**config.mk**
```make
export PLATFORM = sky130hd
export DESIGN_NAME = baud_gen
export DESIGN_NICKNAME = d
export VERILOG_FILES = /design/src/baud_pkg.sv /design/src/frac_divider.sv /design/src/baud_gen.sv
export SDC_FILE = /design/constraint.sdc
export NUM_CORES = 1
export LEC_CHECK = 0
export BUFFER_PORTS_ARGS = -buffer_cell sky130_fd_sc_hd__buf_2
export CAP_MARGIN = 20
export CORE_MARGIN = 5
export CORE_UTILIZATION = 58
export DETAILED_ROUTE_END_ITERATION = 8
export PLACE_DENSITY = 0.81
export SLEW_MARGIN = 5
export SYNTH_ARGS = -nofsm -noshare
export SYNTH_HDL_FRONTEND = slang
export SYNTH_HIERARCHICAL = 1
export SYNTH_SLANG_ARGS = --single-unit
```
**constraint.sdc**
```tcl
create_clock -name sys_clk_i -period 2.6 [get_ports sys_clk_i]
set_input_delay 0.26 -clock sys_clk_i [delete_from_list [all_inputs] [get_ports sys_clk_i]]
set_output_delay 0.26 -clock sys_clk_i [all_outputs]
set_load 0.05 [all_outputs]
```
**src/baud_pkg.sv**
```systemverilog
// Purpose: shared constants and types for the baud-rate generator block
// Assumes: 8-bit register access port, one peripheral clock
// Notes: offsets are special-function addresses in the mapped area
package baud_pkg;
    localparam logic [7:0] SERIAL_CONTROL_ADDR = 8'hc8;
    localparam logic [7:0] SERIAL_BUFFER_ADDR = 8'hc9;
    localparam logic [7:0] BAUD_CONTROL_ADDR = 8'hca;
    localparam logic [7:0] BAUD_RELOAD_ADDR = 8'hcb;
    localparam logic [7:0] FRAC_DIV_CONTROL_ADDR = 8'hcc;
    localparam logic [7:0] FRAC_DIV_INCREMENT_ADDR = 8'hcd;
    localparam logic [7:0] FRAC_DIV_ACCUMULATOR_ADDR = 8'hce;
    localparam logic [7:0] REG_RESET = 8'h00;
    // baud_control fields
    localparam int RUN_BIT = 0;
    localparam int PRESCALE_LSB = 1;
    localparam int PRESCALE_W = 3;
    localparam logic [7:0] BAUD_CONTROL_MASK = 8'h0f;
    // frac_div_control fields
    localparam int FD_ENABLE_BIT = 0;
    localparam int FD_MODE_BIT = 1;
    localparam int FD_OVF_BIT = 2;
    localparam logic [7:0] FRAC_DIV_CONTROL_MASK = 8'h07;
    // serial control bits written by the channel
    localparam int SC_RX_FLAG_BIT = 0;
    localparam int SC_TX_FLAG_BIT = 1;
    localparam int SC_RX_BIT8_BIT = 2;
    // register access request
    typedef struct packed {
        logic rd;
        logic wr;
        logic map_select;
        logic [7:0] addr;
        logic [7:0] wdata;
    } reg_req_s;
endpackage : baud_pkg

```
**src/frac_divider.sv**
```systemverilog
// Purpose: fractional divider, step/256 rate scaling by accumulator overflow
// Assumes: input clock event is a one-cycle enable pulse
// Notes: in normal divider mode it acts as a reload divider on the step value
`timescale 1ns/10ps
`default_nettype none
module frac_divider #(
    parameter int W = 8
) (
    input wire logic sys_clk_i,
    input wire logic rst_n_i,
    input wire logic enable_i,
    input wire logic mode_sel_i,
    input wire logic tick_i,
    input wire logic [W-1:0] step_i,
    output logic tick_o,
    output logic [W-1:0] acc_o
);
    logic [W-1:0] acc_r;
    logic [W-1:0] acc_nxt;
    logic tick_r;
    logic [W:0] sum;
    logic all_ones;
    logic fire;

    // fractional: add step, overflow gives one pulse; normal: count up to all ones
    assign sum = {1'b0, acc_r} + {1'b0, step_i};
    assign all_ones = &acc_r;
    assign fire = enable_i && tick_i && (mode_sel_i ? all_ones : sum[W]);
    assign acc_nxt = !enable_i ? acc_r :
                     !tick_i ? acc_r :
                     mode_sel_i ? (all_ones ? step_i : acc_r + 1'b1) :
                     sum[W-1:0];

    // accumulator and output pulse
    always_ff @(posedge sys_clk_i or negedge rst_n_i) begin
        if (!rst_n_i) begin
            acc_r <= '0;
            tick_r <= 1'b0;
        end else begin
            acc_r <= acc_nxt;
            tick_r <= fire;
        end
    end

    assign tick_o = tick_r;
    assign acc_o = acc_r;
endmodule : frac_divider
`default_nettype wire

```
**src/baud_gen.sv**
```systemverilog
// Purpose: baud-rate generator with its special-function registers
// Assumes: 8-bit register port sampled on sys_clk_i; reads answer combinationally
// Notes: baud_tick_o is the 16x oversampling clock pulse for the serial channel
`timescale 1ns/10ps
`default_nettype none
module baud_gen #(
    parameter int PRESCALE_CNT_W = 7
) (
    input wire logic sys_clk_i,
    input wire logic rst_n_i,
    input wire baud_pkg::reg_req_s req_i,
    input wire logic rx_flag_set_i,
    input wire logic tx_flag_set_i,
    input wire logic rx_bit8_i,
    input wire logic rx_data_valid_i,
    input wire logic [7:0] rx_data_i,
    output logic [7:0] rdata_o,
    output logic baud_tick_o,
    output logic [7:0] serial_control_o,
    output logic [7:0] tx_data_o,
    output logic tx_load_o,
    output logic baud_running_o
);
    import baud_pkg::*;

    logic rst_sync1_r;
    logic rst_sync2_r;
    logic rst_n;
    logic [7:0] serial_control_r;
    logic [7:0] serial_buffer_r;
    logic [7:0] baud_control_r;
    logic [7:0] reload_r;
    logic [7:0] frac_ctrl_r;
    logic [7:0] step_r;
    logic [7:0] timer_r;
    logic [7:0] timer_nxt;
    logic [PRESCALE_CNT_W-1:0] pre_cnt_r;
    logic [PRESCALE_CNT_W-1:0] pre_mask;
    logic tx_load_r;
    logic baud_tick_r;
    logic mapped;
    logic wr_en;
    logic wr_sc;
    logic wr_sb;
    logic wr_bc;
    logic wr_rl;
    logic wr_fc;
    logic wr_fs;
    logic [PRESCALE_W-1:0] prescale_sel;
    logic run_bit;
    logic frac_div_enable;
    logic frac_div_mode_sel;
    logic prescaler_out_clock;
    logic frac_div_out_clock;
    logic timer_clk;
    logic timer_run;
    logic underflow;
    logic divider_overflow_set;
    logic [7:0] frac_acc;
    logic [7:0] sc_nxt;

    // reset release through two flops
    always_ff @(posedge sys_clk_i or negedge rst_n_i) begin
        if (!rst_n_i) begin
            rst_sync1_r <= 1'b0;
            rst_sync2_r <= 1'b0;
        end else begin
            rst_sync1_r <= 1'b1;
            rst_sync2_r <= rst_sync1_r;
        end
    end
    assign rst_n = rst_sync2_r;

    // address decode, only inside the mapped area
    assign mapped = req_i.map_select;
    assign wr_en = req_i.wr && mapped;
    assign wr_sc = wr_en && (req_i.addr == SERIAL_CONTROL_ADDR);
    assign wr_sb = wr_en && (req_i.addr == SERIAL_BUFFER_ADDR);
    assign wr_bc = wr_en && (req_i.addr == BAUD_CONTROL_ADDR);
    assign wr_rl = wr_en && (req_i.addr == BAUD_RELOAD_ADDR);
    assign wr_fc = wr_en && (req_i.addr == FRAC_DIV_CONTROL_ADDR);
    assign wr_fs = wr_en && (req_i.addr == FRAC_DIV_INCREMENT_ADDR);

    // field extraction
    assign prescale_sel = baud_control_r[PRESCALE_LSB +: PRESCALE_W];
    assign run_bit = baud_control_r[RUN_BIT];
    assign frac_div_enable = frac_ctrl_r[FD_ENABLE_BIT];
    assign frac_div_mode_sel = frac_ctrl_r[FD_MODE_BIT];

    // prescaler: one pulse every 2^prescale_sel clocks
    assign pre_mask = PRESCALE_CNT_W'((1 << prescale_sel) - 1);
    assign prescaler_out_clock = ((pre_cnt_r & pre_mask) == '0);

    always_ff @(posedge sys_clk_i or negedge rst_n) begin
        if (!rst_n) begin
            pre_cnt_r <= '0;
        end else begin
            pre_cnt_r <= pre_cnt_r + 1'b1;
        end
    end

    // fractional divider stage fed by the prescaler
    frac_divider #(
        .W(8)
    ) u_frac (
        .sys_clk_i(sys_clk_i),
        .rst_n_i(rst_n),
        .enable_i(frac_div_enable),
        .mode_sel_i(frac_div_mode_sel),
        .tick_i(prescaler_out_clock),
        .step_i(step_r),
        .tick_o(frac_div_out_clock),
        .acc_o(frac_acc)
    );

    // timer clock source and run gating
    assign timer_clk = frac_div_enable ? frac_div_out_clock : prescaler_out_clock;
    assign timer_run = run_bit && !(frac_div_enable && frac_div_mode_sel);
    assign underflow = timer_run && timer_clk && (timer_r == 8'h00);
    // divide by reload+1 per tick, so rate follows the documented formula
    assign timer_nxt = !timer_run ? reload_r :
                       !timer_clk ? timer_r :
                       (timer_r == 8'h00) ? reload_r : timer_r - 1'b1;

    // baud timer and tick to the serial channel
    always_ff @(posedge sys_clk_i or negedge rst_n) begin
        if (!rst_n) begin
            timer_r <= REG_RESET;
            baud_tick_r <= 1'b0;
        end else begin
            timer_r <= timer_nxt;
            baud_tick_r <= underflow;
        end
    end

    // overflow flag: set in normal divider mode on each divider output
    assign divider_overflow_set = frac_div_enable && frac_div_mode_sel && frac_div_out_clock;

    // serial control: channel flags set, software write, set wins
    always_comb begin
        sc_nxt = wr_sc ? req_i.wdata : serial_control_r;
        if (rx_flag_set_i) begin
            sc_nxt[SC_RX_FLAG_BIT] = 1'b1;
            sc_nxt[SC_RX_BIT8_BIT] = rx_bit8_i;
        end
        if (tx_flag_set_i) begin
            sc_nxt[SC_TX_FLAG_BIT] = 1'b1;
        end
    end

    // generator and channel registers
    always_ff @(posedge sys_clk_i or negedge rst_n) begin
        if (!rst_n) begin
            serial_control_r <= REG_RESET;
            serial_buffer_r <= REG_RESET;
            baud_control_r <= REG_RESET;
            reload_r <= REG_RESET;
            frac_ctrl_r <= REG_RESET;
            step_r <= REG_RESET;
            tx_load_r <= 1'b0;
        end else begin
            serial_control_r <= sc_nxt;
            tx_load_r <= wr_sb;
            if (rx_data_valid_i) begin
                serial_buffer_r <= rx_data_i;
            end else if (wr_sb) begin
                serial_buffer_r <= req_i.wdata;
            end
            if (wr_bc) begin
                baud_control_r <= req_i.wdata & BAUD_CONTROL_MASK;
            end
            if (wr_rl) begin
                reload_r <= req_i.wdata;
            end
            if (divider_overflow_set) begin
                frac_ctrl_r[FD_OVF_BIT] <= 1'b1; // set beats clear
                if (wr_fc) begin
                    frac_ctrl_r[FD_MODE_BIT:FD_ENABLE_BIT] <= req_i.wdata[FD_MODE_BIT:0];
                end
            end else if (wr_fc) begin
                frac_ctrl_r <= req_i.wdata & FRAC_DIV_CONTROL_MASK;
            end
            if (wr_fs) begin
                step_r <= req_i.wdata;
            end
        end
    end

    // read mux, mapped area only, unmapped reads zero
    assign rdata_o = !(req_i.rd && mapped) ? 8'h00 :
        (req_i.addr == SERIAL_CONTROL_ADDR) ? serial_control_r :
        (req_i.addr == SERIAL_BUFFER_ADDR) ? serial_buffer_r :
        (req_i.addr == BAUD_CONTROL_ADDR) ? baud_control_r :
        (req_i.addr == BAUD_RELOAD_ADDR) ? timer_r :
        (req_i.addr == FRAC_DIV_CONTROL_ADDR) ? frac_ctrl_r :
        (req_i.addr == FRAC_DIV_INCREMENT_ADDR) ? step_r :
        (req_i.addr == FRAC_DIV_ACCUMULATOR_ADDR) ? frac_acc : 8'h00;

    assign baud_tick_o = baud_tick_r;
    assign serial_control_o = serial_control_r;
    assign tx_data_o = serial_buffer_r;
    assign tx_load_o = tx_load_r;
    assign baud_running_o = timer_run;
endmodule : baud_gen
`default_nettype wire

```
==> impl_metrics.tcl, run 1 <==
set metrics [dict create \
    gp_congestion 0.8776 \
    post-route-cell-area_mm2 0.004770 \
    internal_power_uw 1904 \
    routed_wl_um 10940 \
    holdCritPathClass "in2reg" \
    wl_met2_um 4961 \
    pwr-share-clk_pct 40.8 \
    syn-num-nets 455 \
    io_pins 60 \
    finalNetCount 522 \
    grt_max_degree 27 \
    synth_cells 409 \
    port_buffers 59 \
    dpl_worst_slack_ns 0.1146 \
    slew_violations 0 \
    met1_length_um 4644 \
    cts_buffers 9 \
    n_antenna_cell 0 \
    wire_per_inst_um 18.96 \
    synth-edff-count 0 \
    ys_seq_area_share_pct 41.22 \
    end_kind "register" \
    p_total_uw 2634 \
    fin_cells 577 \
    insertion_delay_ns 0.35 \
    ys_async_sr_fraction_pct 100.0 \
    p_sw_share_pct 27.70 \
    drc 0 \
    dr.max_layer_used "met4" \
    final_layout_size_suffix_gt1_share_pct 26.20 \
    synth_area_mm2 0.004068 \
    ir_worst_vdd_mv 0.4526 \
    powerDensity_mw_per_mm2 552.3 \
    rows 30 \
    area_growth_pct 17.26 \
    finalSetupViolations 0 \
    drv_cap 0 \
    crit_type "reg2reg" \
    skew_ns 0.01049 \
    cts_tree "done" \
    coreArea_mm2 0.006794 \
    ant_nets 0 \
    vias 3651 \
    finalCritPeriodShare_pct 95.94 \
    crit_path_max_fanout 6 \
    final_util_pct 70.20 \
    dieHeight_um 93.75 \
    worstPathRequired_ns 2.86 \
    status "completed" \
    clockBufferDepth 2 \
    place_area_mm2 0.004489 \
    yosysWarnings 6 \
    max-slew-margin-rel_pct 63.06 \
    start_util_pct 59.87 \
    dieArea_mm2 0.008788 \
    globalRouteOverflowTotal 0 \
    p_seq_share_pct 43.9 \
    period_needed_ns 2.494 \
    dp.cells 557 \
    die_w_um 93.75 \
    route.met3.wl_um 995 \
    hold_viol 0 \
    grt_first_pass_wirelength_um 17950 \
    clock.fmax_mhz 400.9 \
    cts_sinks 67 \
    critPathArrivalTime_ns 2.75 \
    worst_slack_ns 0.1056 \
    grt_pass1_vias 3507 \
    start_kind "register" \
    synth_seq_cells 67 \
    worstMarginPinSlew_ns 0.5515 \
    antenna_found_initial 0 \
    grt_usage_pct 26.24 \
    p_comb_share_pct 15.4 \
    drt_iter0_markers 455 \
    avgViaCountPerCell 6.328 \
    cts.clk_slew.worst_paths_ns 0.08 \
    drt-pass1-iter-count 5 \
    total_leakage_power_uw 0.002287 \
    dpl.hpwl_um 7724 \
    syn_area_per_cell_um2 9.945 \
    synth.distinct_cells 73 \
    cts-root-buf "clkbuf_8" \
    cts.htree.levels 3 \
    switching_power_uw 729.6 \
    synth_ff_type "dfrtp_1" \
]
==> cell families (layout without fill, tap and decap cells) <==
group	count (synthesis)	in the layout	synth area share, %
buffers and inverters	33	105	3.568
flip-flops	67	67	41.22
XOR/XNOR	8	8	1.723
AND/OR/NAND/NOR	129	129	16.92
other	1	1	0.09219
multiplexers	47	47	12.86
adder cells (fa/ha/maj)	13	13	4.183
AO/OA/AOI/OAI	111	111	19.44
==> metal layers <==
| layer | vias up | GRT usage, % |
|---|---|---|
| met4 | 0 | 10.71 |
| li1 | 1672 | - |
| met1 | 1738 | 36.54 |
| met3 | 34 | 5.288 |
| met2 | 207 | 39.98 |
| met5 | - | 0 |
==> worst max-delay path, stage by stage (launching register included) <==
cell and delay (ns):
dfrtp_1 0.44, or2_1 0.29, a221oi_2 0.27, nor2_1 0.08, a311oi_1 0.30, nand2_1 0.19, and2b_1 0.26, a311oi_1 0.12
a31o_1 0.23, a311oi_1 0.24
==> Yosys cell counts (all sizes together) (4+ instances only) <==
master | number | area (um2)
nand4 | 7 | 50.05
mux2i | 17 | 170.2
mux2 | 29 | 330.3
nand3 | 13 | 77.58
a21o | 4 | 30.03
o22ai | 4 | 25.02
a221oi | 10 | 93.84
a211oi | 6 | 50.05
a2111oi | 4 | 35.03
xnor2 | 5 | 43.79
o21ai | 26 | 133.9
nor2 | 27 | 103.9
inv | 15 | 56.30
a21oi | 17 | 85.08
ha | 12 | 150.1
a311oi | 4 | 35.03
clkbuf | 7 | 26.28
or3 | 5 | 31.28
buf | 11 | 62.56
o22a | 4 | 35.03
dfrtp | 67 | 1677
nand2b | 5 | 31.28
nor2b | 7 | 51.30
nor3 | 9 | 50.05
nand2 | 36 | 135.1
a211o | 4 | 35.03
a31oi | 6 | 37.54
==> worst paths after layout <==
kind                            slack [ns]           from             endpoint  cells after the start
worst max-delay path                  0.11   pre_cnt_r[0]      u_frac/acc_o[6]                      9
worst min-delay path                   0.1  tx_flag_set_i  serial_control_o[1]                      2
worst max register to register        0.11   pre_cnt_r[0]      u_frac/acc_o[6]                      9
worst min register to register        0.22          rst_n         tx_data_o[6]                      0
max in group asynchronous             1.66          rst_n      u_frac/acc_o[0]                      1
min in group asynchronous             0.22          rst_n         tx_data_o[6]                      0
==> power groups by stage <==
| stage | sequential [uW] | clock, uW | combinational, uW |
|---|---|---|---|
| after detailed placement | 1170 | 0 | 394 |
| after global placement | 1170 | 0 | 381 |
| after global routing | 1160 | 1130 | 445 |
| after floorplan | 1220 | 0 | 194 |
| final | 1160 | 1070 | 405 |
| after CTS | 1150 | 1070 | 399 |
==> per-stage QoR <==
| step | hold slack [ns] | setup TNS (ns) |
|---|---|---|
| after floorplan | -0.03559 | -1.337 |
| after global placement | 0.04423 | 0 |
| after detailed placement | 0.04583 | 0 |
| after CTS | 0.09918 | 0 |
| after global routing | 0.1005 | -0.04137 |
| final | 0.09958 | 0 |
==> flip-flops by register name (all words and copies together) (netlist names) <==
register and cells:
serial_control_o 8, baud_control_r 4, u_frac/acc_o 8, timer_r 8, tx_data_o 8, step_r 8, rst_n 1, rst_sync1_r 1
baud_tick_o 1, pre_cnt_r 7, reload_r 8, tx_load_o 1, frac_ctrl_r 3, u_frac/tick_o 1
==> final cells by class <==
cell class	instances	area (um2)
inverter	15	56.30
multi-input combinational	309	2262
timing repair buffer	74	410.4
tap	96	120.1
sequential	67	1678
clock buffer	12	145.1
fill	481	2024
clock inverter	4	97.59
==> repair_timing <==
action | CTS | global route
gates resized for setup | 0 | 1
setup buffers | 0 | 3
hold buffers | 1 | 0
endpoints found under the setup margin | 0 | 1
hold endpoints to repair | 2 | 0
==> cells in the final DEF, fill, tap and decap left out, types with 6 or more instances in the layout <==
cell type	n
buf_2	59
clkbuf_8	10
mux2i_1	17
ha_1	12
o21ai_1	10
a221oi_1	9
mux2_1	9
a31oi_1	6
nor3_1	7
o21ai_0	15
nand4_1	6
a21oi_1	17
nand2_1	36
dfrtp_1	66
mux2_2	19
nand3_1	12
nor2_1	26
nor2b_1	6
inv_1	15
buf_4	14
(Power assumes the default switching activity.)
==> run 2: changes to the inputs <==
- PLACE_DENSITY: 0.81 -> default
- PLACE_DENSITY_LB_ADDON: default -> 0.1
==> run 2 against run 1 <==
Net effect:
- count of clock-buffer cells in the layout shrank 2
- first-iteration DRC count shrank 11%
- via count shrank 2.8%
- fmax grew 1.8%
- cell count shrank 0.69%
==> impl_metrics.tcl, run 2 (synthesis results as in run 1) <==
set metrics [dict create \
    status "completed" \
    ctsResizeCount 0 \
    drt-pass1-iter-count 5 \
    worstMarginPinSlew_ns 0.7636 \
    start_util_pct 59.87 \
    finalNetCount 518 \
    postCtsSetupRepairBufs 0 \
    clock.fmax_mhz 408.1 \
    pwr-share-clk_pct 36.7 \
    antenna_found_initial 0 \
    p_comb_share_pct 16.3 \
    p_sw_share_pct 30.64 \
    skew_ns 0.01012 \
    ir_worst_vdd_mv 0.4047 \
    critPathArrivalTime_ns 2.71 \
    period_needed_ns 2.450 \
    final_util_pct 69.08 \
    cp_cell_sequence "or2_1 > a221oi_2 > nor2_1 > a311oi_1 > nand2_1 > buf_4 > nor2_2 > a311oi_1 > a31o_1 > a311oi_1" \
    clockBufferDepth 2 \
    place_area_mm2 0.004482 \
    finalSetupViolations 0 \
    port_buffers 59 \
    final_layout_size_suffix_gt1_share_pct 25.79 \
    cts_sinks 67 \
    rows 30 \
    busiest_layer "met2" \
    use_met2_pct 39.98 \
    critPathSlowestCell "dfrtp_1" \
    switching_power_uw 753.4 \
    hold_viol 0 \
    fin_cells 573 \
    p_seq_share_pct 47.0 \
    internal_power_uw 1705 \
    r2r_cells 10 \
    grt_max_degree 34 \
    start_kind "register" \
    crit_path_max_fanout 14 \
    fillerInstances 555 \
    worstPathRequired_ns 2.86 \
    post-route-cell-area_mm2 0.004693 \
    routed_wl_um 10990 \
    grt_usage_pct 26.96 \
    finalCritPeriodShare_pct 94.24 \
    slew_violations 0 \
    ant_nets 0 \
    most-common-layout-cells "dfrtp_1, buf_2, nand2_1, nor2_1, mux2_2" \
    dpl.hpwl_um 8139 \
    grt_use_met3_pct 4.888 \
    cts.htree.levels 3 \
    end_kind "register" \
    rrSetupSlack_ns 0.15 \
    met1_usage_pct 38.44 \
    cts-root-buf "clkbuf_8" \
    avgViaCountPerCell 6.190 \
    vias 3547 \
    gp_congestion 0.9607 \
    grt_first_pass_wirelength_um 18150 \
    holdCritPathClass "in2reg" \
    io_pins 60 \
    area_growth_pct 15.38 \
    grt_pass1_vias 3424 \
    cts.clk_slew.worst_paths_ns 0.07 \
    worstHoldStart "tx_flag_set_i" \
    whs_endpoint "serial_control_o[1]" \
    dp.cells 556 \
    cts_tree "done" \
    dieArea_mm2 0.008788 \
    coreArea_mm2 0.006794 \
    n_antenna_cell 0 \
    drc 0 \
    holdPathStages 2 \
    layout_commonest_cell "dfrtp_1" \
    cpPeakStageDelay_ns 0.43 \
    insertion_delay_ns 0.35 \
    regToRegStartpoint "pre_cnt_r[0]" \
    drv_cap 0 \
    dieHeight_um 93.75 \
    worstReg2RegEnd "u_frac/acc_o[6]" \
    crit_type "reg2reg" \
    total_leakage_power_uw 0.002251 \
    globalRouteOverflowTotal 0 \
    wire_per_inst_um 19.19 \
    drt_iter0_markers 404 \
    die_w_um 93.75 \
    powerDensity_mw_per_mm2 523.9 \
    rsz0062_at_grt "no" \
    cts_buffers 9 \
    max-slew-margin-rel_pct 49.10 \
    postCtsHoldBufs 1 \
    cp_common_cell "a311oi_1" \
]
-- run 2: power groups by stage --
stage	Clock, uW	Combinational (uW)	Sequential (uW)
2_1_floorplan	0	194	1220
3_3_place_gp	0	389	1170
3_5_place_dp	0	392	1170
4_1_cts	913	397	1150
5_1_grt	965	437	1160
6_report	903	401	1150
-- run 2: how the worst max path moves through the flow --
stage               slack (ns)          from  depth (start not counted)              end
floorplan                -0.33     req_i[13]                          5       rdata_o[4]
global placement          0.29  pre_cnt_r[0]                          8  u_frac/acc_o[3]
detailed placement        0.22  pre_cnt_r[0]                         10  u_frac/acc_o[6]
CTS                       0.21  pre_cnt_r[0]                         10  u_frac/acc_o[6]
global route              0.05  pre_cnt_r[0]                          8  u_frac/acc_o[3]
finish                    0.15  pre_cnt_r[0]                         10  u_frac/acc_o[6]
-- run 2: area by class of cell --
class	count	area, um2	share of cell area (%)
clock buffers	10	137.6	2.933
clock inverters	6	63.81	1.360
inverters	15	56.30	1.200
multi-input cells	309	2257	48.09
flip-flops and latches	67	1678	35.75
well taps	96	120.1	2.559
repair buffers	70	380.4	8.105
-- run 2: metrics by stage --
step / setup slack (ns) / power (uW) / TNS, ns / hold slack (ns)
after global placement: 0.2941 / 1561 / 0 / 0.04422
after detailed placement: 0.2151 / 1563 / 0 / 0.04727
after CTS: 0.2120 / 2462 / 0 / 0.09633
final: 0.1497 / 2459 / 0 / 0.1013
after floorplan: -0.3342 / 1418 / -1.337 / -0.03559
after global routing: 0.04917 / 2566 / 0 / 0.1115
-- run 2: worst max-delay path: cells and delay by family (launching register included) --
family / cells / cell delay, ns
AO/OA/AOI/OAI: 5 / 1.12
AND/OR/NAND/NOR: 4 / 0.60
flip-flops: 1 / 0.43
buffers and inverters: 1 / 0.21
-- run 2: per-layer routing --
layer / up-vias / share of wire (%) / wire length [um]
li1: 1655 / - / -
met1: 1708 / 45 / 4922
met2: 166 / 45 / 4946
met3: 18 / 7.4 / 817
met4: 0 / 2.8 / 308
met5: - / 0 / 0
==> run 3: changes to the inputs <==
- CAP_MARGIN: 20 -> 0
- PLACE_DENSITY: default -> 0.84
- PLACE_DENSITY_LB_ADDON: 0.1 -> default
==> run 3 against run 2 <==
Net effect:
- via count rose by 4.3%
- first-iteration DRC count rose by 12%
- flip-flop and latch count did not move
- largest cell class unchanged
==> impl_metrics.tcl, run 3 (synthesis results as in run 1) <==
set metrics [dict create \
    status "completed" \
    ir_worst_vdd_mv 0.4760 \
    io_pins 60 \
    globalRouteOverflowTotal 0 \
    skew_ns 0.01259 \
    area_growth_pct 16.39 \
    powerDensity_mw_per_mm2 523.1 \
    worstPathRequired_ns 2.86 \
    worstReg2RegEnd "u_frac/acc_o[6]" \
    crit_path_max_fanout 14 \
    critPathArrivalTime_ns 2.71 \
    finalCritPeriodShare_pct 94.08 \
    hold_viol 0 \
    worstHoldStart "tx_flag_set_i" \
    most-common-layout-cells "dfrtp_1, buf_2, nand2_1, nor2_1, mux2_2" \
    cts_buffers 9 \
    tns_ns 0 \
    dieHeight_um 93.75 \
    start_kind "register" \
    grt_first_pass_wirelength_um 18390 \
    rsz0062_at_grt "no" \
    cts.htree.levels 3 \
    holdCritPathClass "in2reg" \
    routed_wl_um 11200 \
    vias 3699 \
    drv_cap 0 \
    drc 0 \
    drt-pass1-iter-count 6 \
    finalNetCount 522 \
    cts_tree "done" \
    worstMarginPinSlew_ns 0.8513 \
    cts.clk_slew.worst_paths_ns 0.08 \
    crit_type "reg2reg" \
    ant_nets 0 \
    gp_congestion 0.9090 \
    total_leakage_power_uw 0.002278 \
    r2r_cells 11 \
    cp_top_family "compound AO/OA/AOI/OAI gates" \
    port_buffers 59 \
    slew_violations 0 \
    rrSetupSlack_ns 0.15 \
    dieArea_mm2 0.008788 \
    wire_per_inst_um 19.41 \
    layout_commonest_cell "dfrtp_1" \
    antenna_found_initial 0 \
    fin_cells 577 \
    avgViaCountPerCell 6.411 \
    final_layout_size_suffix_gt1_share_pct 26.61 \
    grt_usage_pct 26.77 \
    clock.fmax_mhz 408.8 \
    cts-root-buf "clkbuf_8" \
    cp_cell_sequence "or2_1 > a221oi_2 > nor2_1 > a311oi_1 > buf_4 > nand2_1 > buf_6 > nor2_2 > a311oi_1 > a31o_1 > a311oi_1" \
    insertion_delay_ns 0.36 \
    dp.cells 558 \
    regToRegStartpoint "pre_cnt_r[0]" \
    cts_sinks 67 \
    coreArea_mm2 0.006794 \
    cpPeakStageDelay_ns 0.44 \
    rows 30 \
    grt_max_degree 66 \
    start_util_pct 59.87 \
    grt_pass1_vias 3646 \
    max-slew-margin-rel_pct 43.25 \
    finalSetupViolations 0 \
    holdPathStages 2 \
    crit_buf_inv 2 \
    period_needed_ns 2.446 \
    whs_endpoint "serial_control_o[1]" \
    critPathSlowestCell "dfrtp_2" \
    die_w_um 93.75 \
    cp_common_cell "a311oi_1" \
    end_kind "register" \
    n_antenna_cell 0 \
    dpl.hpwl_um 8053 \
    clockBufferDepth 2 \
    drt_iter0_markers 453 \
]
## run 3: cell count changes in the layout (fill, tap and decap cells not counted), sizes merged
cell / change
buf: +4
clkinvlp: -2
clkbuf: +1
clkinv: +1
## run 3: metal layers
layer	GRT usage (%)	wire, um
met1	35.58	4726
met2	41.81	5115
met4	11.31	416
met3	6.410	942
met5	0	0
## run 3: repair_timing
| action | 4_1_cts | 5_1_grt |
|---|---|---|
| hold endpoints to repair | 2 | 0 |
| endpoints found under the setup margin | 0 | 2 |
| resized for setup | 0 | 3 |
| buffers inserted | 0 | 2 |
| hold buffers | 1 | 0 |
## run 3: how the worst max path moves through the flow
stage          slack [ns]              end  cells after the start    startpoint
2_1_floorplan       -0.33       rdata_o[4]                      5     req_i[13]
3_3_place_gp         0.27  u_frac/acc_o[6]                     11  pre_cnt_r[0]
3_5_place_dp         0.14  u_frac/acc_o[6]                     11  pre_cnt_r[0]
4_1_cts              0.15  u_frac/acc_o[6]                     11  pre_cnt_r[0]
5_1_grt             0.003  u_frac/acc_o[6]                     11  pre_cnt_r[0]
6_report             0.15  u_frac/acc_o[6]                     11  pre_cnt_r[0]
## run 3: where the power goes
group	switching [uW]	total [uW]	internal (uW)
clock network	436	910	475
registers	61.1	1150	1090
logic	267	416	149
total	763	2480	1710
## run 3: area by class of cell
cell class / count / area (um2)
multi-input cells: 309 / 2262
clock buffers: 11 / 141.4
fillers: 485 / 2059
inverters: 15 / 56.30
clock inverters: 5 / 61.31
repair buffers: 74 / 414.1
well taps: 96 / 120.1
flip-flops and latches: 67 / 1679
## run 3: metrics by stage
stage	total power, uW	hold WS (ns)	utilization (%)	area [um2]	worst slack, ns
4_1_cts	2465	0.08864	69.32	4710	0.1523
5_1_grt	2558	0.1046	69.69	4735	0.003074
6_report	2477	0.08538	69.69	4735	0.1540
3_3_place_gp	1555	0.04502	66.19	4497	0.2714
2_1_floorplan	1418	-0.03559	-	4073	-0.3342
3_5_place_dp	1569	0.04698	66.19	4497	0.1404
